File: config.mk
export PLATFORM = sky130hd
export DESIGN_NAME = boot_loader
export DESIGN_NICKNAME = d
export VERILOG_FILES = /design/src/logic/boot_pkg.sv /design/src/logic/pair_fifo.sv /design/src/logic/boot_loader.sv
export SDC_FILE = /design/constraint.sdc
export NUM_CORES = 1
export LEC_CHECK = 0
export CAP_MARGIN = 20
export CORE_MARGIN = 5
export CORE_UTILIZATION = 45
export CTS_CLUSTER_DIAMETER = 200
export DETAILED_ROUTE_END_ITERATION = 7
export DONT_BUFFER_PORTS = 1
export GPL_TIMING_DRIVEN = 0
export HOLD_SLACK_MARGIN = 0.03
export SLEW_MARGIN = 20
export SYNTH_ARGS = -nofsm -noshare
export SYNTH_HDL_FRONTEND = slang
export SYNTH_SLANG_ARGS = --single-unit
export TNS_END_PERCENT = 5
File: constraint.sdc
create_clock -name clk -period 2.1 [get_ports clk]
set_input_delay 0.63 -clock clk [delete_from_list [all_inputs] [get_ports clk]]
set_output_delay 0.63 -clock clk [all_outputs]
set_load 0.01 [all_outputs]
File: src/logic/boot_pkg.sv
// constants and types shared by the serial boot loader
//
// Functional notes
// - host opens with a zero byte; device answers with its identification byte
// - after the identification byte the device takes 32 code bytes
// - on a shared wire the sent identification byte counts as code byte zero
// - identification start bit begins inside the host's zero-byte stop bit
package boot_pkg;

   // ==========================================================
   // timing
   localparam int CLK_HZ     = 125_000_000; // system clock rate
   localparam int BAUD_RATE  = 9600;        // serial rate in bit/s
   localparam int BIT_CYCLES = CLK_HZ / BAUD_RATE; // clocks per bit

   // ==========================================================
   // protocol values
   localparam int        CODE_BYTES = 32;    // length of the code block
   localparam logic [7:0] OPEN_BYTE = 8'h00; // byte that opens the exchange
   localparam logic [7:0] ID_BYTE   = 8'h5a; // arbitrary identification value
   localparam logic [4:0] FIRST_IDX = 5'h00; // start of the code buffer
   localparam logic [4:0] LAST_IDX  = 5'h1f; // last index of the block

   // ==========================================================
   // reset values
   localparam logic       LINE_IDLE = 1'b1;  // idle level of the serial line
   localparam logic [5:0] CNT_ZERO  = 6'h00; // byte counters after reset

   // ==========================================================
   // state encodings
   typedef enum logic [1:0] {
      LD_WAIT = 2'b00, // waiting for the opening byte
      LD_ID   = 2'b01, // sending the identification byte
      LD_LOAD = 2'b10, // collecting code bytes
      LD_RUN  = 2'b11  // block handed over, executing
   } ld_state_t;

   typedef enum logic [1:0] {
      RX_IDLE  = 2'b00,
      RX_START = 2'b01,
      RX_DATA  = 2'b10,
      RX_STOP  = 2'b11
   } rx_state_t;

endpackage

File: src/logic/pair_fifo.sv
// small flip-flop fifo with valid/ready on both sides
`timescale 1ns/1ns
module pair_fifo #(
   parameter int WIDTH = 13, // word width
   parameter int DEPTH = 2   // number of entries
) (
   input  wire logic             clk,       // system clock
   input  wire logic             rst,       // synchronous reset
   input  wire logic             in_valid,  // writer offers a word
   output      logic             in_ready,  // room for a word
   input  wire logic [WIDTH-1:0] in_data,   // word to store
   output      logic             out_valid, // a word is waiting
   input  wire logic             out_ready, // reader takes the word
   output      logic [WIDTH-1:0] out_data   // oldest word
);
   localparam int PW = (DEPTH > 1) ? $clog2(DEPTH) : 1;
   localparam int CW = $clog2(DEPTH + 1);
   localparam logic [PW-1:0] PTR_LAST = PW'(DEPTH - 1);
   localparam logic [CW-1:0] CNT_FULL = CW'(DEPTH);

   logic [WIDTH-1:0] mem_reg [DEPTH];
   logic [PW-1:0]    wr_ptr_reg;
   logic [PW-1:0]    rd_ptr_reg;
   logic [CW-1:0]    count_reg;
   logic             push;
   logic             pop;

   // honest flags straight from the occupancy count
   assign in_ready  = (count_reg != CNT_FULL);
   assign out_valid = (count_reg != '0);
   assign out_data  = mem_reg[rd_ptr_reg];
   assign push      = in_valid && in_ready;
   assign pop       = out_valid && out_ready;

   // ==========================================================
   // storage, written by index
   always_ff @(posedge clk) begin
      if (push) begin
         mem_reg[wr_ptr_reg] <= in_data;
      end
   end

   // pointers wrap at the last entry so any depth works
   always_ff @(posedge clk) begin
      if (rst) begin
         wr_ptr_reg <= '0;
         rd_ptr_reg <= '0;
      end else begin
         if (push) begin
            wr_ptr_reg <= (wr_ptr_reg == PTR_LAST) ? '0 : wr_ptr_reg + 1'b1;
         end
         if (pop) begin
            rd_ptr_reg <= (rd_ptr_reg == PTR_LAST) ? '0 : rd_ptr_reg + 1'b1;
         end
      end
   end

   // occupancy: simultaneous push and pop leave it unchanged
   always_ff @(posedge clk) begin
      if (rst) begin
         count_reg <= '0;
      end else if (push && !pop) begin
         count_reg <= count_reg + 1'b1;
      end else if (pop && !push) begin
         count_reg <= count_reg - 1'b1;
      end
   end
endmodule // pair_fifo

File: src/logic/boot_loader.sv
// serial bootstrap loader: handshake, code block reception, hand-over
`timescale 1ns/1ns
module boot_loader
   import boot_pkg::*;
#(
   parameter int BIT_CYCLES_P = BIT_CYCLES // clocks per serial bit
) (
   input  wire logic       clk,         // system clock, 125 MHz
   input  wire logic       rst,         // synchronous reset, active high
   input  wire logic       rx_pin,      // serial receive line
   output      logic       tx_out,      // serial transmit line
   input  wire logic       single_wire, // receive and transmit share a wire
   output      logic       code_valid,  // code byte offered
   input  wire logic       code_ready,  // program store takes the byte
   output      logic [7:0] code_data,   // code byte
   output      logic [4:0] code_index,  // position in the code block
   output      logic       exec_start,  // pulse: run from code index 0
   output      logic       loading,     // exchange in progress
   output      logic       overrun      // a byte was lost to a full buffer
);
   localparam int TW = $clog2(BIT_CYCLES_P + 1);
   localparam logic [TW-1:0] BIT_LAST  = TW'(BIT_CYCLES_P - 1);
   localparam logic [TW-1:0] HALF_LAST = TW'(BIT_CYCLES_P / 2 - 1);
   localparam logic [5:0]    BLOCK_LEN = 6'(CODE_BYTES);

   // ==========================================================
   // receive line synchroniser
   logic [2:0] sync_reg;
   logic       rx_level_reg;

   // the first stage feeds only the second; a change counts once
   // the second and third stages agree
   always_ff @(posedge clk) begin
      if (rst) begin
         sync_reg <= {3{LINE_IDLE}};
      end else begin
         sync_reg <= {sync_reg[1:0], rx_pin};
      end
   end

   always_ff @(posedge clk) begin
      if (rst) begin
         rx_level_reg <= LINE_IDLE;
      end else if (sync_reg[1] == sync_reg[2]) begin
         rx_level_reg <= sync_reg[2];
      end
   end

   // ==========================================================
   // receiver
   rx_state_t   rx_state_reg;
   logic [TW-1:0] rx_cnt_reg;
   logic [2:0]  rx_bit_reg;
   logic [7:0]  rx_shift_reg;
   logic        rx_done_reg;
   logic [7:0]  rx_byte_reg;

   // a byte is declared at the middle of its stop bit, which lets the
   // answer start before the stop slot is over
   always_ff @(posedge clk) begin
      if (rst) begin
         rx_state_reg <= RX_IDLE;
         rx_cnt_reg   <= '0;
         rx_bit_reg   <= '0;
         rx_shift_reg <= '0;
         rx_done_reg  <= 1'b0;
         rx_byte_reg  <= '0;
      end else begin
         rx_done_reg <= 1'b0;
         if (rx_cnt_reg != '0) begin
            rx_cnt_reg <= rx_cnt_reg - 1'b1;
         end
         unique case (rx_state_reg)
            RX_IDLE: begin
               if (!rx_level_reg) begin
                  rx_state_reg <= RX_START;
                  rx_cnt_reg   <= HALF_LAST;
               end
            end
            RX_START: begin
               if (rx_cnt_reg == '0) begin
                  // a glitch shorter than half a bit is dropped
                  rx_state_reg <= rx_level_reg ? RX_IDLE : RX_DATA;
                  rx_cnt_reg   <= BIT_LAST;
                  rx_bit_reg   <= '0;
               end
            end
            RX_DATA: begin
               if (rx_cnt_reg == '0) begin
                  rx_shift_reg <= {rx_level_reg, rx_shift_reg[7:1]};
                  rx_bit_reg   <= rx_bit_reg + 1'b1;
                  rx_cnt_reg   <= BIT_LAST;
                  if (rx_bit_reg == 3'h7) begin
                     rx_state_reg <= RX_STOP;
                  end
               end
            end
            RX_STOP: begin
               if (rx_cnt_reg == '0) begin
                  rx_state_reg <= RX_IDLE;
                  rx_done_reg  <= rx_level_reg; // framing error: dropped
                  rx_byte_reg  <= rx_shift_reg;
               end
            end
         endcase
      end
   end

   // ==========================================================
   // transmitter
   logic [9:0]    tx_shift_reg;
   logic [TW-1:0] tx_cnt_reg;
   logic [3:0]    tx_bits_reg;
   logic          tx_busy_reg;
   logic          tx_out_reg;
   logic          tx_go;

   // frame is start bit, eight data bits lsb first, stop bit
   always_ff @(posedge clk) begin
      if (rst) begin
         tx_shift_reg <= {10{LINE_IDLE}};
         tx_cnt_reg   <= '0;
         tx_bits_reg  <= '0;
         tx_busy_reg  <= 1'b0;
         tx_out_reg   <= LINE_IDLE;
      end else if (tx_go) begin
         tx_shift_reg <= {LINE_IDLE, ID_BYTE, 1'b0};
         tx_out_reg   <= 1'b0;
         tx_cnt_reg   <= BIT_LAST;
         tx_bits_reg  <= 4'h9;
         tx_busy_reg  <= 1'b1;
      end else if (tx_busy_reg) begin
         if (tx_cnt_reg != '0) begin
            tx_cnt_reg <= tx_cnt_reg - 1'b1;
         end else if (tx_bits_reg == 4'h0) begin
            tx_busy_reg <= 1'b0;
            tx_out_reg  <= LINE_IDLE;
         end else begin
            tx_shift_reg <= {LINE_IDLE, tx_shift_reg[9:1]};
            tx_out_reg   <= tx_shift_reg[1];
            tx_bits_reg  <= tx_bits_reg - 1'b1;
            tx_cnt_reg   <= BIT_LAST;
         end
      end
   end

   assign tx_out = tx_out_reg;

   // ==========================================================
   // loader sequence
   ld_state_t  state_reg;
   logic       sw_reg;
   logic [5:0] in_cnt_reg;
   logic       overrun_reg;
   logic       exec_start_reg;
   logic       opened;
   logic       id_push;
   logic       rx_take;
   logic       push_valid;
   logic       push_ready;
   logic [12:0] push_data;
   logic [12:0] pop_data;

   // the shared-wire strap is taken while reset is held
   always_ff @(posedge clk) begin
      if (rst) begin
         sw_reg <= single_wire;
      end
   end

   assign opened  = (state_reg == LD_WAIT) && rx_done_reg
                    && (rx_byte_reg == OPEN_BYTE);
   assign tx_go   = opened;
   // own identification byte goes in as code byte zero on a shared wire
   assign id_push = opened && sw_reg;
   // on a shared wire the receiver hears our own echo; anything it
   // completes while we transmit is dropped, the byte is already stored
   assign rx_take = rx_done_reg && (in_cnt_reg != BLOCK_LEN)
                    && !(sw_reg && tx_busy_reg)
                    && ((state_reg == LD_LOAD)
                        || (state_reg == LD_ID && !sw_reg));
   assign push_valid = id_push || rx_take;
   assign push_data  = id_push ? {FIRST_IDX, ID_BYTE}
                               : {in_cnt_reg[4:0], rx_byte_reg};

   // state steps: open, identify, load, run
   always_ff @(posedge clk) begin
      if (rst) begin
         state_reg <= LD_WAIT;
      end else begin
         unique case (state_reg)
            LD_WAIT: if (opened) state_reg <= LD_ID;
            LD_ID:   if (tx_busy_reg && tx_cnt_reg == '0
                         && tx_bits_reg == 4'h0) state_reg <= LD_LOAD;
            LD_LOAD: if (code_valid && code_ready
                         && code_index == LAST_IDX) begin
                        state_reg <= LD_RUN;
                     end
            LD_RUN:  state_reg <= LD_RUN;
         endcase
      end
   end

   // counts words put into the buffer, limits the block to its length
   always_ff @(posedge clk) begin
      if (rst) begin
         in_cnt_reg <= CNT_ZERO;
      end else if (push_valid && push_ready) begin
         in_cnt_reg <= in_cnt_reg + 1'b1;
      end
   end

   // a full buffer cannot refuse the line, so the loss is flagged
   always_ff @(posedge clk) begin
      if (rst) begin
         overrun_reg <= 1'b0;
      end else if (push_valid && !push_ready) begin
         overrun_reg <= 1'b1;
      end
   end

   // hand-over pulse once the last byte has left the buffer
   always_ff @(posedge clk) begin
      if (rst) begin
         exec_start_reg <= 1'b0;
      end else begin
         exec_start_reg <= (state_reg == LD_LOAD) && code_valid
                           && code_ready && code_index == LAST_IDX;
      end
   end

   pair_fifo #(
      .WIDTH (13),
      .DEPTH (2)
   ) u_buf (
      .clk       (clk),
      .rst       (rst),
      .in_valid  (push_valid),
      .in_ready  (push_ready),
      .in_data   (push_data),
      .out_valid (code_valid),
      .out_ready (code_ready),
      .out_data  (pop_data)
   );

   assign code_data  = pop_data[7:0];
   assign code_index = pop_data[12:8];
   assign exec_start = exec_start_reg;
   assign loading    = (state_reg != LD_WAIT) && (state_reg != LD_RUN);
   assign overrun    = overrun_reg;

   // ==========================================================
   // checks
   property p_id_reply;
      @(posedge clk) disable iff (rst)
      (state_reg == LD_WAIT && rx_done_reg && rx_byte_reg == OPEN_BYTE)
      |=> tx_busy_reg && tx_shift_reg[8:1] == ID_BYTE;
   endproperty
   a_id_reply: assert property (p_id_reply)
      else $error("identification byte not sent after opening byte");

   property p_block_limit;
      @(posedge clk) disable iff (rst)
      (in_cnt_reg == BLOCK_LEN) |-> !push_valid ##1 in_cnt_reg == BLOCK_LEN;
   endproperty
   a_block_limit: assert property (p_block_limit)
      else $error("more than one block of code bytes accepted");

   property p_echo_first;
      @(posedge clk) disable iff (rst)
      (opened && sw_reg) |=> code_valid && code_data == ID_BYTE
                             && code_index == FIRST_IDX;
   endproperty
   a_echo_first: assert property (p_echo_first)
      else $error("identification byte not stored as first code byte");

   property p_overlap;
      @(posedge clk) disable iff (rst)
      (rx_done_reg && state_reg == LD_WAIT && rx_byte_reg == OPEN_BYTE)
      |=> !tx_out_reg [*2];
   endproperty
   a_overlap: assert property (p_overlap)
      else $error("start bit not driven inside the stop slot");

   property p_exec;
      @(posedge clk) disable iff (rst)
      (state_reg == LD_LOAD && code_valid && code_ready
       && code_index == LAST_IDX)
      |=> exec_start_reg && state_reg == LD_RUN ##1 !exec_start_reg;
   endproperty
   a_exec: assert property (p_exec)
      else $error("execution not started after last code byte");

   property p_no_early_exec;
      @(posedge clk) disable iff (rst)
      exec_start_reg |-> $past(in_cnt_reg) == BLOCK_LEN;
   endproperty
   a_no_early_exec: assert property (p_no_early_exec)
      else $error("execution started before block complete");
endmodule // boot_loader

==> impl_metrics.toml, run 1 <==
[run_status]
outcome = "finished, violations left"
violations = "negative setup slack"

[synth]
netlist_area_um2 = 5090
synthesis.yosys.warnings = 0
synth_edf_count = 27
ys_seq_area_frac = 0.486
synthesis.nets = 553
synthesis.instances = 530
synth-main-ff-cell = "sky130_fd_sc_hd__dfxtp_1"
synth.ff_latch_count = 110
postSynthAreaPerCell_um2 = 9.60
synth_cell_type_count = 62
async_set_or_reset_flop_fraction_in_the_synthesized_netlist = 0

[sta]
hold_ws_ns = 0.383
maxSlewViolCount = 0
setup-tns-final_ns = -3.52
max-slew-margin-rel = 0.469
final.min_clock_period_ns = 2.32
fmax_ghz = 0.431
hold_viol = 0
final.period_utilization = 1.11
finalClockSkew_ns = 0.00755
layout_setup_ws_ns = -0.222
setup_viol = 29
max_slew.worst_pin.slew_ns = 0.785
unrepaired_setup_endpoints_after_global_routing = "true"

[layout]
nets = 586
most-common-layout-cells = "sky130_fd_sc_hd__dfxtp_1, sky130_fd_sc_hd__nand2_1, sky130_fd_sc_hd__a21oi_1"
post-route-cell-area_um2 = 6100
largest_reg_flops = 26
drive_gt1_frac = 0.241
multiInputGateArea_um2 = 2700
seq_area_um2 = 2490
area_growth_syn_to_layout_pct = 20.0
layout.cells.most_common = "sky130_fd_sc_hd__dfxtp_1"
nFillCells = 971

[routing]
wl_mm = 11.6
detail_route.iter0.violations = 227
drt-vias-per-instance = 5.69
post_drt_wl_per_cell_um = 16.3
route.vias.total = 4032
drt_pass1_iterations = 4
ant_nets = 0
route.detailed.drc = 0

[clock_tree]
holdBufCountCts = 0
ctsRootBufferMaster = "sky130_fd_sc_hd__clkbuf_16"
htreeDepth = 3
tritoncts_clock_tree = "done"
clockBufferDepth = 2
tritoncts_sinks = 110
path_clk_slew_ns = 0.07
tritoncts_buffer_count = 9
source_to_sink_clock_delay_at_the_later_pin_of_the_worst_skew_pair_ns = 0.34

[worst_setup_path]
critical-path-max-stage-delay_ns = 0.60
timing.critical_path.fanout_max = 6
critical_path.n_buffers_inverters = 2
slowest_stage = "sky130_fd_sc_hd__or4_4"
critical_path_class = "reg2reg"
required_time_of_the_critical_path_ns = 2.35
startpoint_types = "register"
crit_chain = "or4_4 > or4_4 > buf_8 > buf_2 > o2111ai_1 > a21oi_1 > a311oi_1"
worstPathArrival_ns = 2.57
reg2reg_setup_slack_ns = -0.22
crit_end_element = "register"
cp_top_family = "simple AND/OR/NAND/NOR gates"
most_common_cell_on_crit_path = "sky130_fd_sc_hd__or4_4"

[global_route]
antenna_found_initial = 1
grtUsageTotal = 0.175
grt_pass1_vias = 3958
global_route_total_overflow = 0
grt_first_pass_wirelength_mm = 19.1
grt_start_max_net_pins = 20

[floorplan]
fp.dieH_um = 116
width_of_the_die_um = 116
die_outline_area_um2 = 13500
core_um2 = 11000
initial_util = 0.463
top_level_ports = 23
cell_row_count = 38

[placed_design]
dp_worst_setup_slack_ns = -0.748
hpwl_mm = 7.75
globalplace.congestion = 0.880
io_buffers = 0
placement.cell_area_um2 = 5290

[min_path]
type_of_the_tightest_min_delay_check = "in2reg"

[flow_run]
maxCapViolCount = 0

[pwr]
ir_worst_vdd_mv = 0.464
power.density_cell_area_nw_per_um2 = 972
power.static_leakage_nw = 2.21
-- cell families after synthesis --
logic type                 count (synthesis)  share of synthesized area
xor gates and xnor gates                  17                     0.0293
adders and majority gates                 18                     0.0443
AOI/OAI and AO/OA                        119                      0.148
muxes                                     16                     0.0347
buffers and inverters                     46                     0.0371
and+or+nand+nor                          204                      0.221
DFF                                      110                      0.486
-- metal layers --
metal  GRT usage  part of all wire  up-vias  routed length [µm]
li1            -                 -     2006                   -
met1       0.223              0.46     1951                5320
met2       0.304              0.49       58                5640
met3      0.0275             0.037       17                 431
met4      0.0557             0.016        0                 187
met5           0                 0        -                   0
-- cells in the mapped netlist (all sizes together), types with 7 or more instances --
library cell	count	share of area
xor2	11	0.019
nand2	57	0.043
ha	18	0.044
inv	22	0.016
nand3	14	0.014
mux2	13	0.029
a21oi	48	0.047
or3	14	0.017
edfxtp	27	0.16
a211oi	7	0.010
and2	9	0.011
nor3	14	0.014
nor2	31	0.023
clkbuf	19	0.014
dfxtp	83	0.33
nor4	15	0.026
a31oi	7	0.0086
o21ai	18	0.018
or4	11	0.018
nand2b	8	0.0098
-- power by group --
group	total, mW	switching, mW	internal [mW]
logic	1.57	0.827	0.746
clock network	1.87	0.803	1.06
registers	2.49	0.179	2.31
total	5.93	1.81	4.12
-- what timing repair did --
item,4_1_cts,5_1_grt
pin swaps,13,14
setup endpoints to repair,106,83
hold endpoints to repair,0,0
gates cloned,2,0
resized for setup,39,56
setup buffers,11,10
-- cell type report --
type | count | area share
clock inverter | 7 | 0.0168
inverter | 22 | 0.0154
timing repair buffer | 22 | 0.0273
sequential | 110 | 0.408
multi-input combinational | 374 | 0.442
antenna | 1 | 0.000410
clock buffer | 9 | 0.0369
buffer | 23 | 0.0234
tap | 140 | 0.0287
timing repair inverter | 1 | 0.00123
-- through the flow --
step | instances | util | total power [mW]
after floorplan | 530 | - | 3.52
after global placement | 670 | 0.481 | 3.77
after detailed placement | 670 | 0.481 | 3.79
after CTS | 699 | 0.532 | 5.72
after global routing | 709 | 0.556 | 6.25
final | 709 | 0.556 | 5.93
-- final timing paths --
path / startpoint / to / depth (start not counted)
worst max-delay path: tx_cnt_reg[11] / tx_cnt_reg[7] / 7
worst min-delay path: single_wire / sw_reg / 0
worst max register to register: tx_cnt_reg[11] / tx_cnt_reg[7] / 7
worst min register to register: sync_reg[0] / sync_reg[1] / 1
-- worst reg2reg max path: stages (launching register included) --
cell and delay [ns]:
sky130_fd_sc_hd__dfxtp_1 0.34, sky130_fd_sc_hd__or4_4 0.60, sky130_fd_sc_hd__or4_4 0.52, sky130_fd_sc_hd__buf_8 0.15, sky130_fd_sc_hd__buf_2 0.17, sky130_fd_sc_hd__o2111ai_1 0.12, sky130_fd_sc_hd__a21oi_1 0.10, sky130_fd_sc_hd__a311oi_1 0.23
No activity file was read; power rests on OpenSTA's default activity.
==> inputs of run 2 (changes only) <==
- SYNTH_HIERARCHICAL: default -> 1
==> run 2 against run 1 <==
  * Final cell count down 2.4%
  * Clock-buffer cell count unchanged
  * Utilization down 2.3 points
  * The run still ends with negative setup slack left
  * Largest cell class unchanged
  * Global-route usage down 0.93 points
  * Critical endpoint is now u_buf/count_reg[1]
  * Die area up 0.74%
  * Setup slack better by 0.013 ns
  * Critical path depth up 5
==> impl_metrics.toml, run 2 <==
[routing]
route.vias.total = 3863
detail_route.iter0.violations = 235
route.detailed.drc = 0
drt-vias-per-instance = 5.58
post_drt_wl_per_cell_um = 15.9
ant_nets = 0
wl_mm = 11.0
drt_pass1_iterations = 4

[pwr]
power.density_cell_area_nw_per_um2 = 891
power.static_leakage_nw = 2.30
power.internal_mw = 3.73
p_clk_frac = 0.296
total_switching_power_mw = 1.62
power_frac_comb = 0.254
post-layout-total-power_mw = 5.35
share_seq_of_total_power = 0.450
power_switching_share = 0.302
ir_worst_vdd_mv = 0.594

[floorplan]
die_outline_area_um2 = 13600
top_level_ports = 23
initial_util = 0.455
fp.dieH_um = 117
core_um2 = 11300
cell_row_count = 39
width_of_the_die_um = 117

[worst_setup_path]
worstPathArrival_ns = 2.60
setup.worst_path.start = "state_reg[0]"
timing.critical_path.fanout_max = 5
regToRegStartpoint = "state_reg[0]"
critical_path_class = "reg2reg"
timing.rr.end = "u_buf/count_reg[1]"
crit_end = "u_buf/count_reg[1]"
crit_end_element = "register"
startpoint_types = "register"
reg2reg_setup_slack_ns = -0.21
reg2regPathDepth = 12
required_time_of_the_critical_path_ns = 2.39

[min_path]
type_of_the_tightest_min_delay_check = "in2reg"
timing.hold.worst_path_depth = 1

[layout]
area_growth_syn_to_layout_pct = 17.1
nets = 570
layout.cells.most_common = "sky130_fd_sc_hd__dfxtp_1"
most-common-layout-cells = "sky130_fd_sc_hd__dfxtp_1, sky130_fd_sc_hd__nor2_1, sky130_fd_sc_hd__a21oi_1"
nFillCells = 1009
drive_gt1_frac = 0.206
seq_area_um2 = 2480
multiInputGateArea_um2 = 2700
utilization = 0.533
largest_reg_flops = 26
num_antenna_cells = 0

[sta]
finalClockSkew_ns = 0.00939
unrepaired_setup_endpoints_after_global_routing = "true"
maxSlewViolCount = 0
setup-tns-final_ns = -0.247
final.min_clock_period_ns = 2.31
final.period_utilization = 1.10
hold_viol = 0
setup_viol = 3
max-slew-margin-rel = 0.586
max_slew.worst_pin.slew_ns = 0.621
hold_ws_ns = 0.336
layout_setup_ws_ns = -0.210
fmax_ghz = 0.433

[synth]
synth_cell_type_count = 66
synth-main-ff-cell = "sky130_fd_sc_hd__dfxtp_1"
synth.largest_area_cell = "sky130_fd_sc_hd__dfxtp_1"
postSynthAreaPerCell_um2 = 9.92
synth_edf_count = 27
synthesis.nets = 543
synth.area.top_cells = "sky130_fd_sc_hd__dfxtp_1, sky130_fd_sc_hd__edfxtp_1, sky130_fd_sc_hd__ha_1, sky130_fd_sc_hd__a21oi_1, sky130_fd_sc_hd__mux2i_1"
synth_most_common_cell = "sky130_fd_sc_hd__dfxtp_1"
synth_common_cells = "sky130_fd_sc_hd__dfxtp_1, sky130_fd_sc_hd__nor2_1, sky130_fd_sc_hd__a21oi_1"
async_set_or_reset_flop_fraction_in_the_synthesized_netlist = 0
synthesis.yosys.warnings = 6
synth_largest_type_area_fraction = 0.324
ys_seq_area_frac = 0.482
netlist_area_um2 = 5130
synth.ff_latch_count = 110
synthesis.instances = 517

[global_route]
global_route_total_overflow = 0
groute.layer.met2.usage = 0.287
grtUsageTotal = 0.166
grtUsageMet1 = 0.209
grt_busiest_layer = "met2"
antenna_found_initial = 0
grt_start_max_net_pins = 19
grt_first_pass_wirelength_mm = 18.0
grt_pass1_vias = 3812
grt_use_met3 = 0.0218

[placed_design]
io_buffers = 0
globalplace.congestion = 0.820
hpwl_mm = 7.63
dp_worst_setup_slack_ns = -0.504

[clock_tree]
holdBufCountCts = 0
htreeDepth = 3
tritoncts_sinks = 110
tritoncts_buffer_count = 9
tritoncts_clock_tree = "done"
ctsRootBufferMaster = "sky130_fd_sc_hd__clkbuf_16"
source_to_sink_clock_delay_at_the_later_pin_of_the_worst_skew_pair_ns = 0.35
path_clk_slew_ns = 0.07
clockBufferDepth = 2

[flow_run]
maxCapViolCount = 0

[run_status]
violations = "negative setup slack"
outcome = "finished, violations left"
[run 2: cell types whose count changed in the layout (fill, tap and decap cells not counted), moves of 6 or more]
cell                      before  now
sky130_fd_sc_hd__nor4_1        9    2
sky130_fd_sc_hd__or4_4         6    0
sky130_fd_sc_hd__nand2_1      55   20
sky130_fd_sc_hd__nor2_1       30   49
sky130_fd_sc_hd__mux2i_1       3   20
[run 2: worst min-delay path by stage]
stage | start | to | slack, ns
4_1_cts | rst | u_buf/count_reg[1] | 0.34
6_report | rst | u_buf/count_reg[1] | 0.34
5_1_grt | rst | u_buf/count_reg[1] | 0.33
3_5_place_dp | sync_reg[0] | sync_reg[1] | 0.40
3_3_place_gp | sync_reg[0] | sync_reg[1] | 0.39
2_1_floorplan | sync_reg[0] | sync_reg[1] | 0.39
[run 2: area by class of cell]
class	count	share of cell area
multi-input cells	358	0.449
flip-flops and latches	110	0.414
clock buffers	9	0.0375
well taps	143	0.0298
repair buffers	17	0.0233
plain buffers	23	0.0192
inverters	25	0.0192
clock inverters	7	0.00813
[run 2: cell families after synthesis]
logic type | count (synthesis) | share of synthesized area
AO/OA/AOI/OAI | 116 | 0.146
XOR/XNOR | 20 | 0.0342
adder cells (fa/ha/maj) | 21 | 0.0512
buffers and inverters | 49 | 0.0390
flip-flops | 110 | 0.482
multiplexers | 33 | 0.0676
AND/OR/NAND/NOR | 168 | 0.180
[run 2: routing by layer]
layer	wire [µm]	part of all wire
met1	4910	0.45
met2	5470	0.50
met3	431	0.039
met4	191	0.017
met5	0	0
[run 2: what timing repair did]
action,in CTS,in global routing
buffers inserted,5,12
setup endpoints to repair,55,61
pin swaps,6,11
resized for setup,29,24
[run 2: stage by stage]
stage                     cells  area (µm²)
final                       692        6000
after CTS                   680        5790
after floorplan             517        5180
after global routing        692        6000
after detailed placement    660        5360
after global placement      660        5360
[run 2: critical path: stages, from the launching register on]
cell,delay [ns]
sky130_fd_sc_hd__dfxtp_2,0.37
sky130_fd_sc_hd__inv_4,0.06
sky130_fd_sc_hd__ha_4,0.16
sky130_fd_sc_hd__and2_4,0.14
sky130_fd_sc_hd__and3_4,0.17
sky130_fd_sc_hd__a32oi_4,0.24
sky130_fd_sc_hd__clkbuf_8,0.19
sky130_fd_sc_hd__inv_4,0.03
sky130_fd_sc_hd__and2_4,0.13
sky130_fd_sc_hd__ha_4,0.14
sky130_fd_sc_hd__xor2_1,0.15
sky130_fd_sc_hd__or3_1,0.33
sky130_fd_sc_hd__a21oi_2,0.12
[run 2: power groups by stage]
stage	combinational (mW)	clock, mW	sequential [mW]
after floorplan	0.876	0	2.40
after global placement	1.05	0	2.43
after detailed placement	1.08	0	2.43
after CTS	1.16	1.62	2.39
after global routing	1.49	1.70	2.42
final	1.36	1.59	2.41
==> inputs of run 3 (changes only) <==
- PLACE_DENSITY_LB_ADDON: default -> 0.3
==> run 3 against run 2 <==
  * The run still ends with negative setup slack left
  * Clock power grew 13%
  * Sequential power about the same
  * Final cell count shrank 0.58%
  * Final area fell by 0.77%
  * Hold slack gained 0.0022 ns
  * Fmax is 0.90% higher
  * Largest power group unchanged
  * Total power grew 3.1%
  * Critical path depth unchanged
  * Clock-buffer cell count did not move
  * Critical endpoint unchanged
  * Non-clock buffer count is 4 lower
  * Highest routed layer unchanged
  * First-iteration DRC count is 11% lower
==> impl_metrics.toml, run 3 (synthesis results as in run 2) <==
[sta]
fmax_ghz = 0.437
final.min_clock_period_ns = 2.29
hold_ws_ns = 0.338
maxSlewViolCount = 0
unrepaired_setup_endpoints_after_global_routing = "true"
hold_viol = 0
max-slew-margin-rel = 0.480
layout_setup_ws_ns = -0.189
finalClockSkew_ns = 0.00920
max_slew.worst_pin.slew_ns = 0.779
setup_viol = 17
final.period_utilization = 1.09

[layout]
area_growth_syn_to_layout_pct = 16.2
num_antenna_cells = 0
drive_gt1_frac = 0.187
largest_reg_flops = 26
layout.cells.most_common = "sky130_fd_sc_hd__dfxtp_1"
nets = 566
final-instance-count-excl-fill = 688
most-common-layout-cells = "sky130_fd_sc_hd__dfxtp_1, sky130_fd_sc_hd__nor2_1, sky130_fd_sc_hd__a21oi_1"

[pwr]
power_frac_comb = 0.235
ir_worst_vdd_mv = 0.703
power.density_cell_area_nw_per_um2 = 926
p_clk_frac = 0.327
power_switching_share = 0.300
total_switching_power_mw = 1.65
power.internal_mw = 3.86
share_seq_of_total_power = 0.438
power.static_leakage_nw = 2.29

[clock_tree]
tritoncts_buffer_count = 9
htreeDepth = 3
ctsRootBufferMaster = "sky130_fd_sc_hd__clkbuf_16"
clockBufferDepth = 2
path_clk_slew_ns = 0.07
tritoncts_clock_tree = "done"
holdBufCountCts = 0
tritoncts_sinks = 110
source_to_sink_clock_delay_at_the_later_pin_of_the_worst_skew_pair_ns = 0.35

[routing]
ant_nets = 0
route.detailed.drc = 0
wl_mm = 10.7
detail_route.iter0.violations = 208
post_drt_wl_per_cell_um = 15.6
route.vias.total = 3850
drt_pass1_iterations = 4
drt-vias-per-instance = 5.60

[placed_design]
dp_worst_setup_slack_ns = -0.508
globalplace.congestion = 0.859
io_buffers = 0
place.detailed.instances = 660
hpwl_mm = 7.44

[global_route]
grtUsageTotal = 0.162
grtUsageMet1 = 0.201
grt_use_met3 = 0.0425
grt_pass1_vias = 3778
grt_busiest_layer = "met2"
groute.layer.met2.usage = 0.272
grt_start_max_net_pins = 22
antenna_found_initial = 0
grt_first_pass_wirelength_mm = 17.6
global_route_total_overflow = 0

[worst_setup_path]
startpoint_types = "register"
timing.critical_path.fanout_max = 4
crit_end_element = "register"
worstPathArrival_ns = 2.57
critical_path_class = "reg2reg"
required_time_of_the_critical_path_ns = 2.38

[floorplan]
die_outline_area_um2 = 13600
top_level_ports = 23
initial_util = 0.455
fp.dieH_um = 117
cell_row_count = 39
width_of_the_die_um = 117
core_um2 = 11300

[run_status]
violations = "negative setup slack"
outcome = "finished, violations left"

[flow_run]
maxCapViolCount = 0

[min_path]
type_of_the_tightest_min_delay_check = "in2reg"
==> run 3: cell count changes in the layout (fill, tap and decap cells not counted), sizes merged <==
cell,delta
bufinv,+1
clkinv,-5
clkinvlp,-1
inv,+5
buf,-4
==> run 3: final timing paths <==
path	from	end	slack [ns]	cells after the start
hold reg to reg	sync_reg[0]	sync_reg[1]	0.41	1
setup / recovery	state_reg[0]	u_buf/count_reg[1]	-0.19	12
setup reg to reg	state_reg[0]	u_buf/count_reg[1]	-0.19	12
hold / removal	rst	u_buf/wr_ptr_reg	0.34	1
==> run 3: layout make-up <==
cell class                 count  area (µm²)
tap                          143         179
buffer                        23         116
timing repair buffer          13         101
multi-input combinational    358        2650
clock inverter                 7        92.6
inverter                      25         108
clock buffer                   9         225
fill                        1031        5310
sequential                   110        2490
==> run 3: power groups by stage <==
stage	clock [mW]	sequential (mW)	combinational, mW
finish	1.80	2.42	1.29
detailed placement	0	2.43	1.09
CTS	1.85	2.40	1.16
global placement	0	2.42	1.05
global route	1.92	2.44	1.45
floorplan	0	2.40	0.876
==> run 3: stage by stage <==
stage                     total power, mW  area [µm²]  utilization  TNS [ns]
after floorplan                      3.28        5180            -    -0.182
after global placement               3.47        5360        0.475    -14.57
after detailed placement             3.52        5360        0.475    -16.28
after CTS                            5.42        5790        0.514    -0.838
after global routing                 5.81        5960        0.529     -3.16
final                                5.52        5960        0.529    -0.604
==> run 3: repair_timing <==
item,CTS,global route
gates resized for setup,21,26
setup buffers,3,10
pin swaps,4,12
setup endpoints to repair,60,61
==> run 3: per-layer routing <==
layer,share of wire,wire (µm)
met5,0,0
met2,0.50,5320
met4,0.017,180
met1,0.43,4670
met3,0.052,557
==> run 3: critical path, cell delays in order, from the launching register on <==
cell	delay, ns
sky130_fd_sc_hd__dfxtp_4	0.37
sky130_fd_sc_hd__inv_2	0.06
sky130_fd_sc_hd__ha_4	0.16
sky130_fd_sc_hd__and2_4	0.14
sky130_fd_sc_hd__and3_4	0.18
sky130_fd_sc_hd__a32oi_4	0.20
sky130_fd_sc_hd__clkbuf_8	0.17
sky130_fd_sc_hd__inv_2	0.04
sky130_fd_sc_hd__and2_4	0.13
sky130_fd_sc_hd__ha_4	0.15
sky130_fd_sc_hd__xor2_1	0.14
sky130_fd_sc_hd__or3_1	0.32
sky130_fd_sc_hd__a21oi_1	0.14
